## src/reset_init_pkg.sv

```systemverilog
// Package: register map, reset values and reset classes of the reset-init register set
package reset_init_pkg;
    // Register word offsets (byte addresses on the Avalon bus)
    localparam logic [7:0] OFF_IPR_2 = 8'h00;
    localparam logic [7:0] OFF_PIR_2 = 8'h04;
    localparam logic [7:0] OFF_PIE_2 = 8'h08;
    localparam logic [7:0] OFF_IPR_1 = 8'h0C;
    localparam logic [7:0] OFF_PIR_1 = 8'h10;
    localparam logic [7:0] OFF_PIE_1 = 8'h14;
    localparam logic [7:0] OFF_OSC_TUNE = 8'h18;
    localparam logic [7:0] OFF_DIR_E = 8'h1C;
    localparam logic [7:0] OFF_DIR_D = 8'h20;
    localparam logic [7:0] OFF_DIR_C = 8'h24;
    localparam logic [7:0] OFF_DIR_B = 8'h28;
    localparam logic [7:0] OFF_DIR_A = 8'h2C;
    localparam logic [7:0] OFF_LAT_E = 8'h30;
    localparam logic [7:0] OFF_LAT_D = 8'h34;
    localparam logic [7:0] OFF_LAT_C = 8'h38;
    localparam logic [7:0] OFF_LAT_B = 8'h3C;
    localparam logic [7:0] OFF_LAT_A = 8'h40;
    localparam logic [7:0] OFF_PINS_B = 8'h44;
    localparam logic [7:0] OFF_PINS_A = 8'h48;
    localparam logic [7:0] OFF_ANALOG_SELECT_LOW_H = 8'h4C;
    localparam logic [7:0] OFF_ANALOG_SELECT_LOW_L = 8'h50;
    localparam logic [7:0] OFF_CHG_B = 8'h54;
    localparam logic [7:0] OFF_PULL_B = 8'h58;
    localparam logic [7:0] OFF_CMP_1 = 8'h5C;
    localparam logic [7:0] OFF_CMP_2 = 8'h60;
    localparam logic [7:0] OFF_CMP_AUX = 8'h64;
    localparam logic [7:0] OFF_SLEW = 8'h68;
    localparam logic [7:0] OFF_SER_MASK = 8'h6C;
    localparam logic [7:0] OFF_INT_CTRL = 8'h70;
    localparam logic [7:0] OFF_PC = 8'h74;
    localparam logic [7:0] OFF_STK_PTR = 8'h78;
    localparam logic [7:0] OFF_TOS = 8'h7C;
    localparam logic [7:0] OFF_CFG = 8'h80;
    localparam logic [7:0] OFF_EVT_STAT = 8'h84;
    localparam logic [7:0] OFF_EVT_MASK = 8'h88;
    localparam int ADDR_W = 8;
    localparam int REG_N = 35;

    // Reset values
    localparam logic [7:0] RST_ONES = 8'hFF;
    localparam logic [7:0] RST_ZERO = 8'h00;
    localparam logic [7:0] RST_IPR_1 = 8'h7F;
    localparam logic [7:0] RST_PIR_1 = 8'h00;
    localparam logic [2:0] RST_DIR_E = 3'h7;
    localparam logic [4:0] RST_ANALOG_SELECT_LOW_H = 5'h1F;
    localparam logic [4:0] RST_SLEW = 5'h1F;
    localparam logic [3:0] RST_CHG_B = 4'h0;
    localparam logic [3:0] RST_CMP_AUX = 4'h0;
    localparam logic [7:0] RST_PINS_B_LOW_MASK = 8'hE0;
    localparam logic [7:0] RST_PINS_A_MASK = 8'hD0;
    // Power-on configuration: port-B-analog set, port A top bits held by the oscillator
    localparam logic [7:0] RST_CFG = 8'h02;

    // Implemented-bit masks
    localparam logic [7:0] MASK_7BIT = 8'h7F;
    localparam logic [7:0] MASK_PORT_A_PINS_OSC = 8'hC0;

    // Program counter and stack
    localparam int PC_W = 21;
    localparam int SP_W = 5;
    localparam int STK_DEPTH = 31;
    localparam logic [20:0] VEC_HIGH = 21'h00_0008;
    localparam logic [20:0] VEC_LOW = 21'h00_0018;

    // Config bits at OFF_CFG
    localparam int CFG_OSC_FREE_BIT = 0;
    localparam int CFG_PBAD_BIT = 1;
    // Interrupt-control bits at OFF_INT_CTRL
    localparam int IC_GLOBAL_IRQ_ENABLE_HIGH_BIT = 7;
    localparam int IC_GLOBAL_IRQ_ENABLE_LOW_BIT = 6;
    localparam int IC_WDT_WAKE_BIT = 0;
    // Event status bits
    localparam int EV_RESET = 0;
    localparam int EV_WAKE = 1;
    localparam int EV_VECTOR = 2;
    localparam int EV_W = 3;

    typedef enum logic [2:0] {
        CLS_NONE = 3'b001,
        CLS_RESET = 3'b010,
        CLS_WAKE = 3'b100
    } reset_class_t;

    // Wake-up request from the core
    typedef struct packed {
        logic valid;
        logic by_irq;
        logic high_prio;
        logic [1:0] src_reg;
        logic [2:0] src_bit;
    } wake_req_t;
endpackage

```

## src/reset_init_register_set.sv

```systemverilog
// Reset-initialisation register set with Avalon-MM slave and wake-up effects
//
// Local design decisions: the Avalon-MM register port and the register offsets.
`timescale 1ns/1ps
//
// Notes on behaviour
// RQ1: Interrupt wake with global enable loads vector.
// RQ2: Interrupt wake pushes PC, advances stack pointer.
// RQ3: Every wake-up sets a cause flag bit.
// RQ4: Port A bits 6,7 only if oscillator frees.
// RQ5: High analog select resets 1_1111, else zero.
// RQ6: Unimplemented bits always read zero.
// RQ7: Priority register 2 resets ones, kept on wake.
// RQ8: Priority register 1 resets 7F, kept on wake.
// RQ9: Flag register 2 clears; wake keeps except cause.
// RQ10: Flag 1 and enable 1 reset zero.
// RQ11: Direction registers reset all inputs, kept.
// RQ12: Latches power up unknown, kept otherwise.
// RQ13: Port B pins reset clear low five bits.
// RQ14: Port A pins reset clear bit5, low four.
// RQ15: Pull-up and low analog select reset ones.
// RQ16: Change-notify resets 0000, slew resets 1_1111.
// RQ17: Comparators and tuning reset zero, kept.
// RQ18: Serial address mask resets ones, kept.
// RQ19: Reset beats wake-up in same cycle.
module reset_init_register_set
    import reset_init_pkg::*;
(
    // Clock and reset
    input wire logic i_ref_clk,
    input wire logic i_sys_rst,
    // Reset classes from the reset controller
    input wire logic i_other_reset,
    input wire wake_req_t i_wake,
    input wire logic [PC_W-1:0] i_core_pc,
    // Avalon-MM slave
    input wire logic [ADDR_W-1:0] i_avs_address,
    input wire logic i_avs_read,
    input wire logic i_avs_write,
    input wire logic [31:0] i_avs_writedata,
    output logic [31:0] o_avs_readdata,
    output logic o_avs_waitrequest,
    // Core side
    output logic [PC_W-1:0] o_pc_load,
    output logic o_pc_load_valid,
    output logic o_irq
);
    // Byte-wide register file; unused bits of narrow ones are masked on every path, port A top bits on reads only
    logic [7:0] regs_reg [REG_N];
    logic [7:0] regs_next [REG_N];
    logic [PC_W-1:0] pc_reg, pc_next;
    logic [SP_W-1:0] sp_reg, sp_next;
    logic [PC_W-1:0] stack_reg [STK_DEPTH+1];
    logic [PC_W-1:0] stack_next [STK_DEPTH+1];
    logic [EV_W-1:0] ev_stat_reg, ev_stat_next, ev_mask_reg, ev_mask_next;
    logic [31:0] rdata_reg, rdata_next;
    logic ack_reg, ack_next;
    logic wait_reg;
    logic [PC_W-1:0] pcl_reg, pcl_next;
    logic pcv_reg, pcv_next;
    logic irq_reg, irq_next;
    logic pw_done_reg, pw_done_next;
    reset_class_t cls;

    function automatic int idx(input logic [ADDR_W-1:0] a);
        return int'(a[ADDR_W-1:2]);
    endfunction

    // Per-register implemented bits; oscillator mode gates port A top bits
    function automatic logic [7:0] impl_mask(input int i, input logic osc_free);
        logic [7:0] m;
        m = 8'hFF;
        case (i)
            idx(OFF_IPR_1), idx(OFF_PIR_1), idx(OFF_PIE_1): m = MASK_7BIT; // RQ6
            idx(OFF_DIR_E), idx(OFF_LAT_E): m = 8'h07;
            idx(OFF_ANALOG_SELECT_LOW_H), idx(OFF_SLEW): m = 8'h1F;
            idx(OFF_CHG_B), idx(OFF_CMP_AUX): m = 8'h0F;
            idx(OFF_CFG): m = 8'h03;
            idx(OFF_EVT_STAT), idx(OFF_EVT_MASK): m = 8'h07;
            idx(OFF_DIR_A), idx(OFF_LAT_A), idx(OFF_PINS_A): m = osc_free ? 8'hFF : ~MASK_PORT_A_PINS_OSC; // RQ4
            default: m = 8'hFF;
        endcase
        return m;
    endfunction

    // Value taken on power-on and other resets
    function automatic logic [7:0] init_val(input int i, input logic pbad, input logic [7:0] cur);
        logic [7:0] v;
        v = RST_ZERO;
        case (i)
            idx(OFF_IPR_2), idx(OFF_SER_MASK), idx(OFF_PULL_B), idx(OFF_ANALOG_SELECT_LOW_L): v = RST_ONES; // RQ7 RQ18 RQ15
            idx(OFF_IPR_1): v = RST_IPR_1; // RQ8
            idx(OFF_PIR_1), idx(OFF_PIE_1): v = RST_PIR_1; // RQ10
            idx(OFF_DIR_A), idx(OFF_DIR_B), idx(OFF_DIR_C), idx(OFF_DIR_D): v = RST_ONES; // RQ11
            idx(OFF_DIR_E): v = {5'h00, RST_DIR_E}; // RQ11
            idx(OFF_ANALOG_SELECT_LOW_H): v = pbad ? {3'h0, RST_ANALOG_SELECT_LOW_H} : RST_ZERO; // RQ5
            idx(OFF_SLEW): v = {3'h0, RST_SLEW}; // RQ16
            idx(OFF_CHG_B): v = {4'h0, RST_CHG_B}; // RQ16
            idx(OFF_CMP_AUX): v = {4'h0, RST_CMP_AUX}; // RQ17
            idx(OFF_LAT_A), idx(OFF_LAT_B), idx(OFF_LAT_C), idx(OFF_LAT_D), idx(OFF_LAT_E),
            idx(OFF_CFG), idx(OFF_EVT_MASK): v = cur; // RQ12
            idx(OFF_PINS_B): v = cur & RST_PINS_B_LOW_MASK; // RQ13
            idx(OFF_PINS_A): v = cur & RST_PINS_A_MASK; // RQ14
            default: v = RST_ZERO; // RQ9 RQ17
        endcase
        return v;
    endfunction

    logic osc_free, pbad, is_irq_wake, gie_any;
    logic [31:0] wmask;
    int widx;
    assign osc_free = regs_reg[idx(OFF_CFG)][CFG_OSC_FREE_BIT];
    assign pbad = regs_reg[idx(OFF_CFG)][CFG_PBAD_BIT];
    assign gie_any = regs_reg[idx(OFF_INT_CTRL)][IC_GLOBAL_IRQ_ENABLE_HIGH_BIT] | regs_reg[idx(OFF_INT_CTRL)][IC_GLOBAL_IRQ_ENABLE_LOW_BIT];
    assign is_irq_wake = i_wake.valid && i_wake.by_irq && gie_any;
    assign widx = idx(i_avs_address);

    // Reset outranks wake-up
    always_comb begin
        if (i_other_reset) begin
            cls = CLS_RESET; // RQ19
        end else if (i_wake.valid) begin
            cls = CLS_WAKE;
        end else begin
            cls = CLS_NONE;
        end
    end

    always_comb begin
        for (int i = 0; i < REG_N; i++) begin
            regs_next[i] = regs_reg[i];
        end
        for (int i = 0; i <= STK_DEPTH; i++) begin
            stack_next[i] = stack_reg[i];
        end
        pc_next = pc_reg;
        sp_next = sp_reg;
        ev_stat_next = ev_stat_reg;
        ev_mask_next = ev_mask_reg;
        rdata_next = 32'h0000_0000;
        ack_next = 1'b0;
        pcl_next = pcl_reg;
        pcv_next = 1'b0;
        pw_done_next = pw_done_reg;
        wmask = 32'h0000_0000;
        // Bus read or write, one wait state then acknowledge
        if ((i_avs_read || i_avs_write) && !ack_reg) begin
            ack_next = 1'b1;
            if (i_avs_read && widx < REG_N) begin
                rdata_next = {24'h00_0000, regs_reg[widx] & impl_mask(widx, osc_free)}; // RQ4 RQ6
            end
            if (i_avs_read && i_avs_address == OFF_PC) begin
                rdata_next = {11'h000, pc_reg};
            end
            if (i_avs_read && i_avs_address == OFF_STK_PTR) begin
                rdata_next = {27'h000_0000, sp_reg};
            end
            if (i_avs_read && i_avs_address == OFF_TOS) begin
                rdata_next = {11'h000, stack_reg[sp_reg]};
            end
            if (i_avs_read && i_avs_address == OFF_EVT_STAT) begin
                rdata_next = {29'h0000_0000, ev_stat_reg};
            end
            if (i_avs_read && i_avs_address == OFF_EVT_MASK) begin
                rdata_next = {29'h0000_0000, ev_mask_reg};
            end
            if (i_avs_write && widx < REG_N) begin
                regs_next[widx] = i_avs_writedata[7:0] & impl_mask(widx, 1'b1);
            end
            if (i_avs_write && i_avs_address == OFF_PC) begin
                pc_next = i_avs_writedata[PC_W-1:0];
            end
            if (i_avs_write && i_avs_address == OFF_STK_PTR) begin
                sp_next = i_avs_writedata[SP_W-1:0];
            end
            if (i_avs_write && i_avs_address == OFF_EVT_MASK) begin
                ev_mask_next = i_avs_writedata[EV_W-1:0];
            end
            if (i_avs_write && i_avs_address == OFF_EVT_STAT) begin
                wmask = i_avs_writedata;
                ev_stat_next = ev_stat_reg & ~wmask[EV_W-1:0];
            end
        end
        unique case (cls)
            CLS_RESET: begin
                for (int i = 0; i < REG_N; i++) begin
                    regs_next[i] = init_val(i, pbad, regs_reg[i]) & impl_mask(i, 1'b1);
                end
                pc_next = '0;
                sp_next = '0;
                ev_stat_next[EV_RESET] = 1'b1;
            end
            CLS_WAKE: begin
                ev_stat_next[EV_WAKE] = 1'b1;
                // Cause flag of the wake source
                unique case (i_wake.src_reg)
                    2'd0: regs_next[idx(OFF_PIR_1)][i_wake.src_bit] = i_wake.src_bit != 3'd7; // RQ3 RQ6
                    2'd1: regs_next[idx(OFF_PIR_2)][i_wake.src_bit] = 1'b1; // RQ3 RQ9
                    default: regs_next[idx(OFF_INT_CTRL)][IC_WDT_WAKE_BIT] = 1'b1; // RQ3
                endcase
                if (i_wake.src_reg == 2'd0 && i_wake.src_bit == 3'd7) begin
                    regs_next[idx(OFF_INT_CTRL)][IC_WDT_WAKE_BIT] = 1'b1; // RQ3
                end
                if (is_irq_wake) begin
                    pc_next = i_wake.high_prio ? VEC_HIGH : VEC_LOW; // RQ1
                    pcl_next = pc_next;
                    pcv_next = 1'b1;
                    ev_stat_next[EV_VECTOR] = 1'b1;
                    if (sp_reg < SP_W'(STK_DEPTH)) begin
                        sp_next = sp_reg + 1'b1; // RQ2
                        stack_next[sp_reg + 1'b1] = i_core_pc; // RQ2
                    end
                end
            end
            default: begin
                pc_next = pc_next;
            end
        endcase
        // Power-on done flag: set on the first cycle after reset, read by no other logic
        if (!pw_done_reg) begin
            pw_done_next = 1'b1;
        end
        irq_next = |(ev_stat_next & ev_mask_reg);
    end

    always_ff @(posedge i_ref_clk) begin
        if (i_sys_rst) begin
            // Power-on: registers with defined values set, latches left unknown
            for (int i = 0; i < REG_N; i++) begin
                regs_reg[i] <= init_val(i, 1'b1, 8'hxx) & impl_mask(i, 1'b1); // RQ12
            end
            // Configuration must be known, or every port A read goes unknown
            regs_reg[idx(OFF_CFG)] <= RST_CFG;
            wait_reg <= 1'b1;
            pc_reg <= '0;
            sp_reg <= '0;
            ev_stat_reg <= '0;
            ev_mask_reg <= '0;
            rdata_reg <= '0;
            ack_reg <= 1'b0;
            pcl_reg <= '0;
            pcv_reg <= 1'b0;
            irq_reg <= 1'b0;
            pw_done_reg <= 1'b0;
        end else begin
            for (int i = 0; i < REG_N; i++) begin
                regs_reg[i] <= regs_next[i];
            end
            for (int i = 0; i <= STK_DEPTH; i++) begin
                stack_reg[i] <= stack_next[i];
            end
            pc_reg <= pc_next;
            sp_reg <= sp_next;
            ev_stat_reg <= ev_stat_next;
            wait_reg <= !ack_next;
            ev_mask_reg <= ev_mask_next;
            rdata_reg <= rdata_next;
            ack_reg <= ack_next;
            pcl_reg <= pcl_next;
            pcv_reg <= pcv_next;
            irq_reg <= irq_next;
            pw_done_reg <= pw_done_next;
        end
    end

    assign o_avs_readdata = rdata_reg;
    assign o_avs_waitrequest = wait_reg;
    assign o_pc_load = pcl_reg;
    assign o_pc_load_valid = pcv_reg;
    assign o_irq = irq_reg;

    wake_vector_a: assert property (@(posedge i_ref_clk) disable iff (i_sys_rst)
        (is_irq_wake && !i_other_reset) |=> o_pc_load_valid &&
        (o_pc_load == VEC_HIGH || o_pc_load == VEC_LOW)) else $error("vector not loaded"); // RQ1
    stack_push_a: assert property (@(posedge i_ref_clk) disable iff (i_sys_rst)
        (is_irq_wake && !i_other_reset && sp_reg < 5'd31) |=> sp_reg == $past(sp_reg) + 5'd1)
        else $error("stack pointer not advanced"); // RQ2
    wake_cause_a: assert property (@(posedge i_ref_clk) disable iff (i_sys_rst)
        (i_wake.valid && !i_other_reset) |=> (regs_reg[idx(OFF_PIR_1)] | regs_reg[idx(OFF_PIR_2)]
        | regs_reg[idx(OFF_INT_CTRL)]) != 8'h00) else $error("no wake cause"); // RQ3
    prio1_reset_a: assert property (@(posedge i_ref_clk) disable iff (i_sys_rst)
        i_other_reset |=> regs_reg[idx(OFF_IPR_1)] == 8'h7F) else $error("priority 1 reset"); // RQ8
    prio2_keep_a: assert property (@(posedge i_ref_clk) disable iff (i_sys_rst)
        (i_wake.valid && !i_other_reset && !i_avs_write) |=> $stable(regs_reg[idx(OFF_IPR_2)]))
        else $error("priority 2 changed on wake"); // RQ7
    dir_reset_a: assert property (@(posedge i_ref_clk) disable iff (i_sys_rst)
        i_other_reset |=> regs_reg[idx(OFF_DIR_D)] == 8'hFF && regs_reg[idx(OFF_DIR_E)] == 8'h07)
        else $error("direction reset"); // RQ11
    analog_select_low_high_a: assert property (@(posedge i_ref_clk) disable iff (i_sys_rst)
        i_other_reset |=> regs_reg[idx(OFF_ANALOG_SELECT_LOW_H)] == ($past(pbad) ? 8'h1F : 8'h00))
        else $error("analog select high reset"); // RQ5
    latch_keep_a: assert property (@(posedge i_ref_clk) disable iff (i_sys_rst)
        (i_other_reset && !i_avs_write) |=> $stable(regs_reg[idx(OFF_LAT_D)])) else $error("latch lost"); // RQ12
    pins_b_reset_a: assert property (@(posedge i_ref_clk) disable iff (i_sys_rst)
        i_other_reset |=> regs_reg[idx(OFF_PINS_B)][4:0] == 5'h00) else $error("port b pins reset"); // RQ13
endmodule

```

## config.mk

```make
export PLATFORM = sky130hd
export DESIGN_NAME = reset_init_register_set
export DESIGN_NICKNAME = d
export VERILOG_FILES = /design/src/reset_init_pkg.sv /design/src/reset_init_register_set.sv
export SDC_FILE = /design/constraint.sdc
export NUM_CORES = 1
export LEC_CHECK = 0
export ABC_AREA = 1
export BUFFER_PORTS_ARGS = -buffer_cell sky130_fd_sc_hd__buf_2
export CELL_PAD_IN_SITES_DETAIL_PLACEMENT = 0
export CELL_PAD_IN_SITES_GLOBAL_PLACEMENT = 1
export CORE_MARGIN = 2
export CORE_UTILIZATION = 45
export CTS_CLUSTER_DIAMETER = 40
export DETAILED_ROUTE_END_ITERATION = 6
export PLACE_DENSITY = 0.7
export SYNTH_ARGS = -nofsm -noshare
export SYNTH_HDL_FRONTEND = slang
export SYNTH_SLANG_ARGS = --single-unit
```

## constraint.sdc

```tcl
create_clock -name i_ref_clk -period 3.6 [get_ports i_ref_clk]
set_clock_uncertainty 0.1 [all_clocks]
set_input_delay 0.18 -clock i_ref_clk [delete_from_list [all_inputs] [get_ports i_ref_clk]]
set_output_delay 0.18 -clock i_ref_clk [all_outputs]
set_load 0.1 [all_outputs]
```

# == After elaboration in Yosys (flattened, before gate mapping) ==
# Memory sizes are Yosys's and may differ from the RTL's. A register that Yosys moved wholly into a read port is not among the register bits.
# Cells that the tools add are included.
# word_totals
ram_bits,952
register_bits,89
mem_bits_ro,384
n_memories,3
elab_cells,281
latchBits,0
# classes
div,0
bitwise_logic,75
multipliers,0
eq_ne,25
add_sub_neg,1
n_reduce_logical,35
mux,122
n_lt_le_gt_ge,8
n_shift,0
# mem_list
name,words,width,rd,rd_clocked_by_memory_dff,write_ports,line,source
stack_reg,32,21,33,1,32,reset_init_register_set.sv:53,logic [PC_W-1:0] stack_reg [STK_DEPTH+1];
(name not given),64,6,1,0,0,reset_init_register_set.sv:73,case (i)
regs_reg,35,8,36,0,35,reset_init_register_set.sv:49,logic [7:0] regs_reg [REG_N];
# ops
op,n
2-to-1 mux 672 bit,3
bitwise mux 672 bit,1
2-to-1 mux 280 bit,2
2-to-1 mux 8 bit,69
bitwise mux 280 bit,1
AND 8 bit,30
2-to-1 mux 191 bit,1
2-to-1 mux 21 bit,7
demux 21 bit (select 5 bit),1
demux 8 bit (select 6 bit),1
2-to-1 mux 48 bit,1
one-hot mux 8 bit (6 select lines),1
one-hot mux 21 bit (2 select lines),1
2-to-1 mux 5 bit,8
OR 1 bit,37
"equality test 6 x 5 -> 1 bit, second input constant",6
"greater-or-equal comparator 32 x 7 -> 1 bit, second input constant",1
"< comparator 32 x 1 -> 1 bit, second input constant",1
NOT 6 -> 32 bit,1
one-hot mux 8 bit (2 select lines),2
"equality test 8 x 7 -> 1 bit, second input constant",3
"equality test 6 x 3 -> 1 bit, second input constant",3
"equality test 6 bit, second input constant",3
logical AND 1 bit,18
36 further kinds,64

# == Longest topological paths before layout ==
# depth
depth_word,12
mapped_depth,19

# == Worst setup path before layout ==
# No wires, ideal clock.
# synth_timing
path_type,flip-flop to flip-flop
startpoint,reg sp_reg[0] (netlist name)
endpoint,mem stack_reg[0][0] (enable)
t_required_ns,3.101
t_arrival_ns,2.504
n_path_buf,2
setup_time_ns,0.399
period_less_slack_ns,3.003
stages_incl_launch_ff,10
slack_ns,0.597
cell_sequence,dfxtp_1 buf_4 buf_6 nand3_1 nor2_1 a21oi_2 inv_1 nor2_1 nand2_2 nor2_1
# synth_rtl
item,line
to (decl),reset_init_register_set.sv:53

==> impl_metrics.json <==
{
  "syn_to_final_growth_pct": 18.4,
  "routed_wl_um": 129000,
  "fin_ws_ps": 145,
  "cp-start-kind": "register",
  "clkSinkCount": 1011,
  "clock_latency_ps": 750,
  "postLayoutCoreUtil_pct": 53.8,
  "grt_max_degree": 166,
  "die_h_um": 308,
  "place_ws_ps": 606,
  "drv_slew": 0,
  "cts_buffers": 145,
  "p_sw_w": 0.00619,
  "largest_register_ffs": 672,
  "cp_data_arrival_time_ps": 3790,
  "ir_drop_mv": 0.351,
  "syn_area_sq_um": 41700,
  "cts_root_buf": "clkbuf_16",
  "yosys-top-cells-area": "edfxtp_1 49%, dfxtp_1 16%, o21ai_0 6.7%, nand2_1 4.9%, nor2_1 4.6%",
  "slew-limit-headroom_pct": 27.7,
  "slowest_delay_ps": 670,
  "synthTopCellsByCount": "678 x edfxtp_1, 554 x o21ai_0, 541 x nand2_1, 507 x nor2_1, 333 x dfxtp_1",
  "path_clk_slew_ps": 60,
  "synth_most_common_cell": "edfxtp_1",
  "power.density_nw_per_um2": 560,
  "cts_buffer_depth": 3,
  "gp_congestion": 0.906,
  "synth.top_cell.area_share_pct": 48.9,
  "critPathMaxFanout": 14,
  "syn_area_per_cell_sq_um": 10.4,
  "yosysTopAreaCell": "edfxtp_1",
  "synth-edff-count": 678,
  "fp.dieArea_sq_um": 95100,
  "ant_nets": 0,
  "path_cells": "o211ai_1 > dlygate4sd3_1 > a21oi_2 > inv_1 > nor2_1 > nand2_2 > nor2_4 > buf_12",
  "synth_cell_types": 47,
  "drc": 2,
  "wire_per_inst_um": 23.5,
  "seq_power_share_pct": 44.9,
  "via_per_inst": 5.74,
  "synth_ff_type": "edfxtp_1",
  "vias": 31406,
  "end_kind": "register",
  "pwr-share-clk_pct": 51.4,
  "p_sw_share_pct": 22.4,
  "crit_slowest_cell": "dlygate4sd3_1",
  "status": "finished, violations left",
  "crit_family": "simple AND/OR/NAND/NOR gates",
  "core-area_sq_um": 91700,
  "ys_async_sr_fraction_pct": 0,
  "grt_pass1_wl_um": 190000,
  "max_freq_mhz": 289,
  "comb_power_share_pct": 3.7,
  "initial_core_util_pct": 45.5,
  "hold_violations": 0,
  "nFillCells": 8001,
  "cts_tree": "yes",
  "cp.buffers_inverters": 3,
  "io_buffers": 88,
  "min_period_ps": 3460,
  "ys_ff_latch": 1011,
  "track_usage_pct": 27.0,
  "synth.yosys.seq_area_share_pct": 64.8,
  "cts_max_level": 4,
  "critical_path_class": "register to register",
  "dr.pass1.iters": 7,
  "antenna_found_initial": 3,
  "synth_cells": 4014,
  "fin_crit_sh_pct": 96.0,
  "grt_pass1_vias": 29102,
  "die_x_um": 308,
  "yosys_warnings": 0,
  "holdCritPathClass": "primary input to register",
  "setup_viol": 0,
  "drive_above_1_share_pct": 13.9,
  "violations": "DRC",
  "internal-power_w": 0.0214,
  "timing.hold.ws_ps": 38.0,
  "std_cell_rows": 111,
  "pin_count": 130,
  "grt_overflow": 0,
  "grt_setup_unrepaired": "no",
  "leakage_nw": 17.7,
  "worst_pin_slew_ps": 1080,
  "hpwl_um": 75900,
  "maxCapViolCount": 0,
  "drtIter0Drc": 3517,
  "crit_required_ps": 3940,
  "setup_tns_ps": 0,
  "final_nets": 4245
}
-- worst register-to-register path, stage by stage (launching register included) --
cell and delay (ps):
dfxtp_1 370, o211ai_1 160, dlygate4sd3_1 670, a21oi_2 270
inv_1 120, nor2_1 370, nand2_2 370, nor2_4 460
buf_12 260
-- cell usage in the layout, fill, tap and decap left out, types with 87 or more instances in the layout --
master,Yosys,layout
buf_2,86,87
o21ai_0,554,554
edfxtp_1,678,678
clkbuf_16,0,150
a21oi_1,283,283
nor2_1,507,474
dfxtp_1,333,329
buf_4,50,94
inv_1,111,110
o221ai_1,115,115
nand3_1,238,238
nand2_1,541,541
-- logic make-up after synthesis --
group / Yosys count / synth area share [%]
AO/OA/AOI/OAI: 1127 / 15.4
XOR/XNOR: 2 / 0.0420
adder cells (fa/ha/maj): 10 / 0.300
buffers and inverters: 451 / 4.92
flip-flops: 1011 / 64.8
other: 1 / 0.00900
AND/OR/NAND/NOR: 1412 / 14.5
-- cell type report --
type	count	area, sq um	area share (%)
Tap cell	1186	1480	3.01
Clock buffer	183	3980	8.06
Clock inverter	84	915	1.85
Sequential cell	1011	27000	54.8
Antenna cell	1	2.50	0.00507
Multi-Input combinational cell	2581	13000	26.3
Timing Repair Buffer	275	2400	4.87
Inverter	147	567	1.15
-- power by group through the flow --
stage	Combinational, W	Sequential (W)	Clock, W
floorplan	0.000545	0.0127	0
global route	0.00108	0.0124	0.0149
CTS	0.00101	0.0124	0.0144
detailed placement	0.000955	0.0126	0
global placement	0.000954	0.0126	0
finish	0.00102	0.0124	0.0142
-- layer usage --
layer	GRT usage, %	vias up	part of all wire (%)
met2	39.8	1242	43
met3	4.61	196	7.7
li1	-	14612	-
met5	0	-	0.018
met1	40.6	15352	47
met4	8.18	4	2.5
-- path summary, 6_finish.rpt --
kind / depth (start not counted) / from / endpoint / slack, ps
setup reg to reg: 8 / regs_reg[28][7] / stack_reg[30][11] / 140
hold reg to reg: 2 / regs_reg[33][5] / regs_reg[33][5] / 340
setup / recovery: 8 / regs_reg[28][7] / stack_reg[30][11] / 140
hold / removal: 3 / i_other_reset / regs_reg[12][0] / 40
-- timing repair --
action	4_1_cts	5_1_grt
hold buffers	61	0
endpoints found under the setup margin	0	33
buffers inserted	0	5
gates resized for setup	0	1
hold endpoints to repair	758	0
-- metrics by stage --
| stage | instance area [sq um] | power [W] | std cells |
|---|---|---|---|
| 3_3_place_gp | 43800 | 0.0136 | 5134 |
| 2_1_floorplan | 41800 | 0.0132 | 4043 |
| 5_1_grt | 49300 | 0.0283 | 5467 |
| 6_report | 49300 | 0.0276 | 5468 |
| 3_5_place_dp | 43800 | 0.0136 | 5134 |
| 4_1_cts | 49300 | 0.0278 | 5462 |
Power figures use the tool's default switching activity.
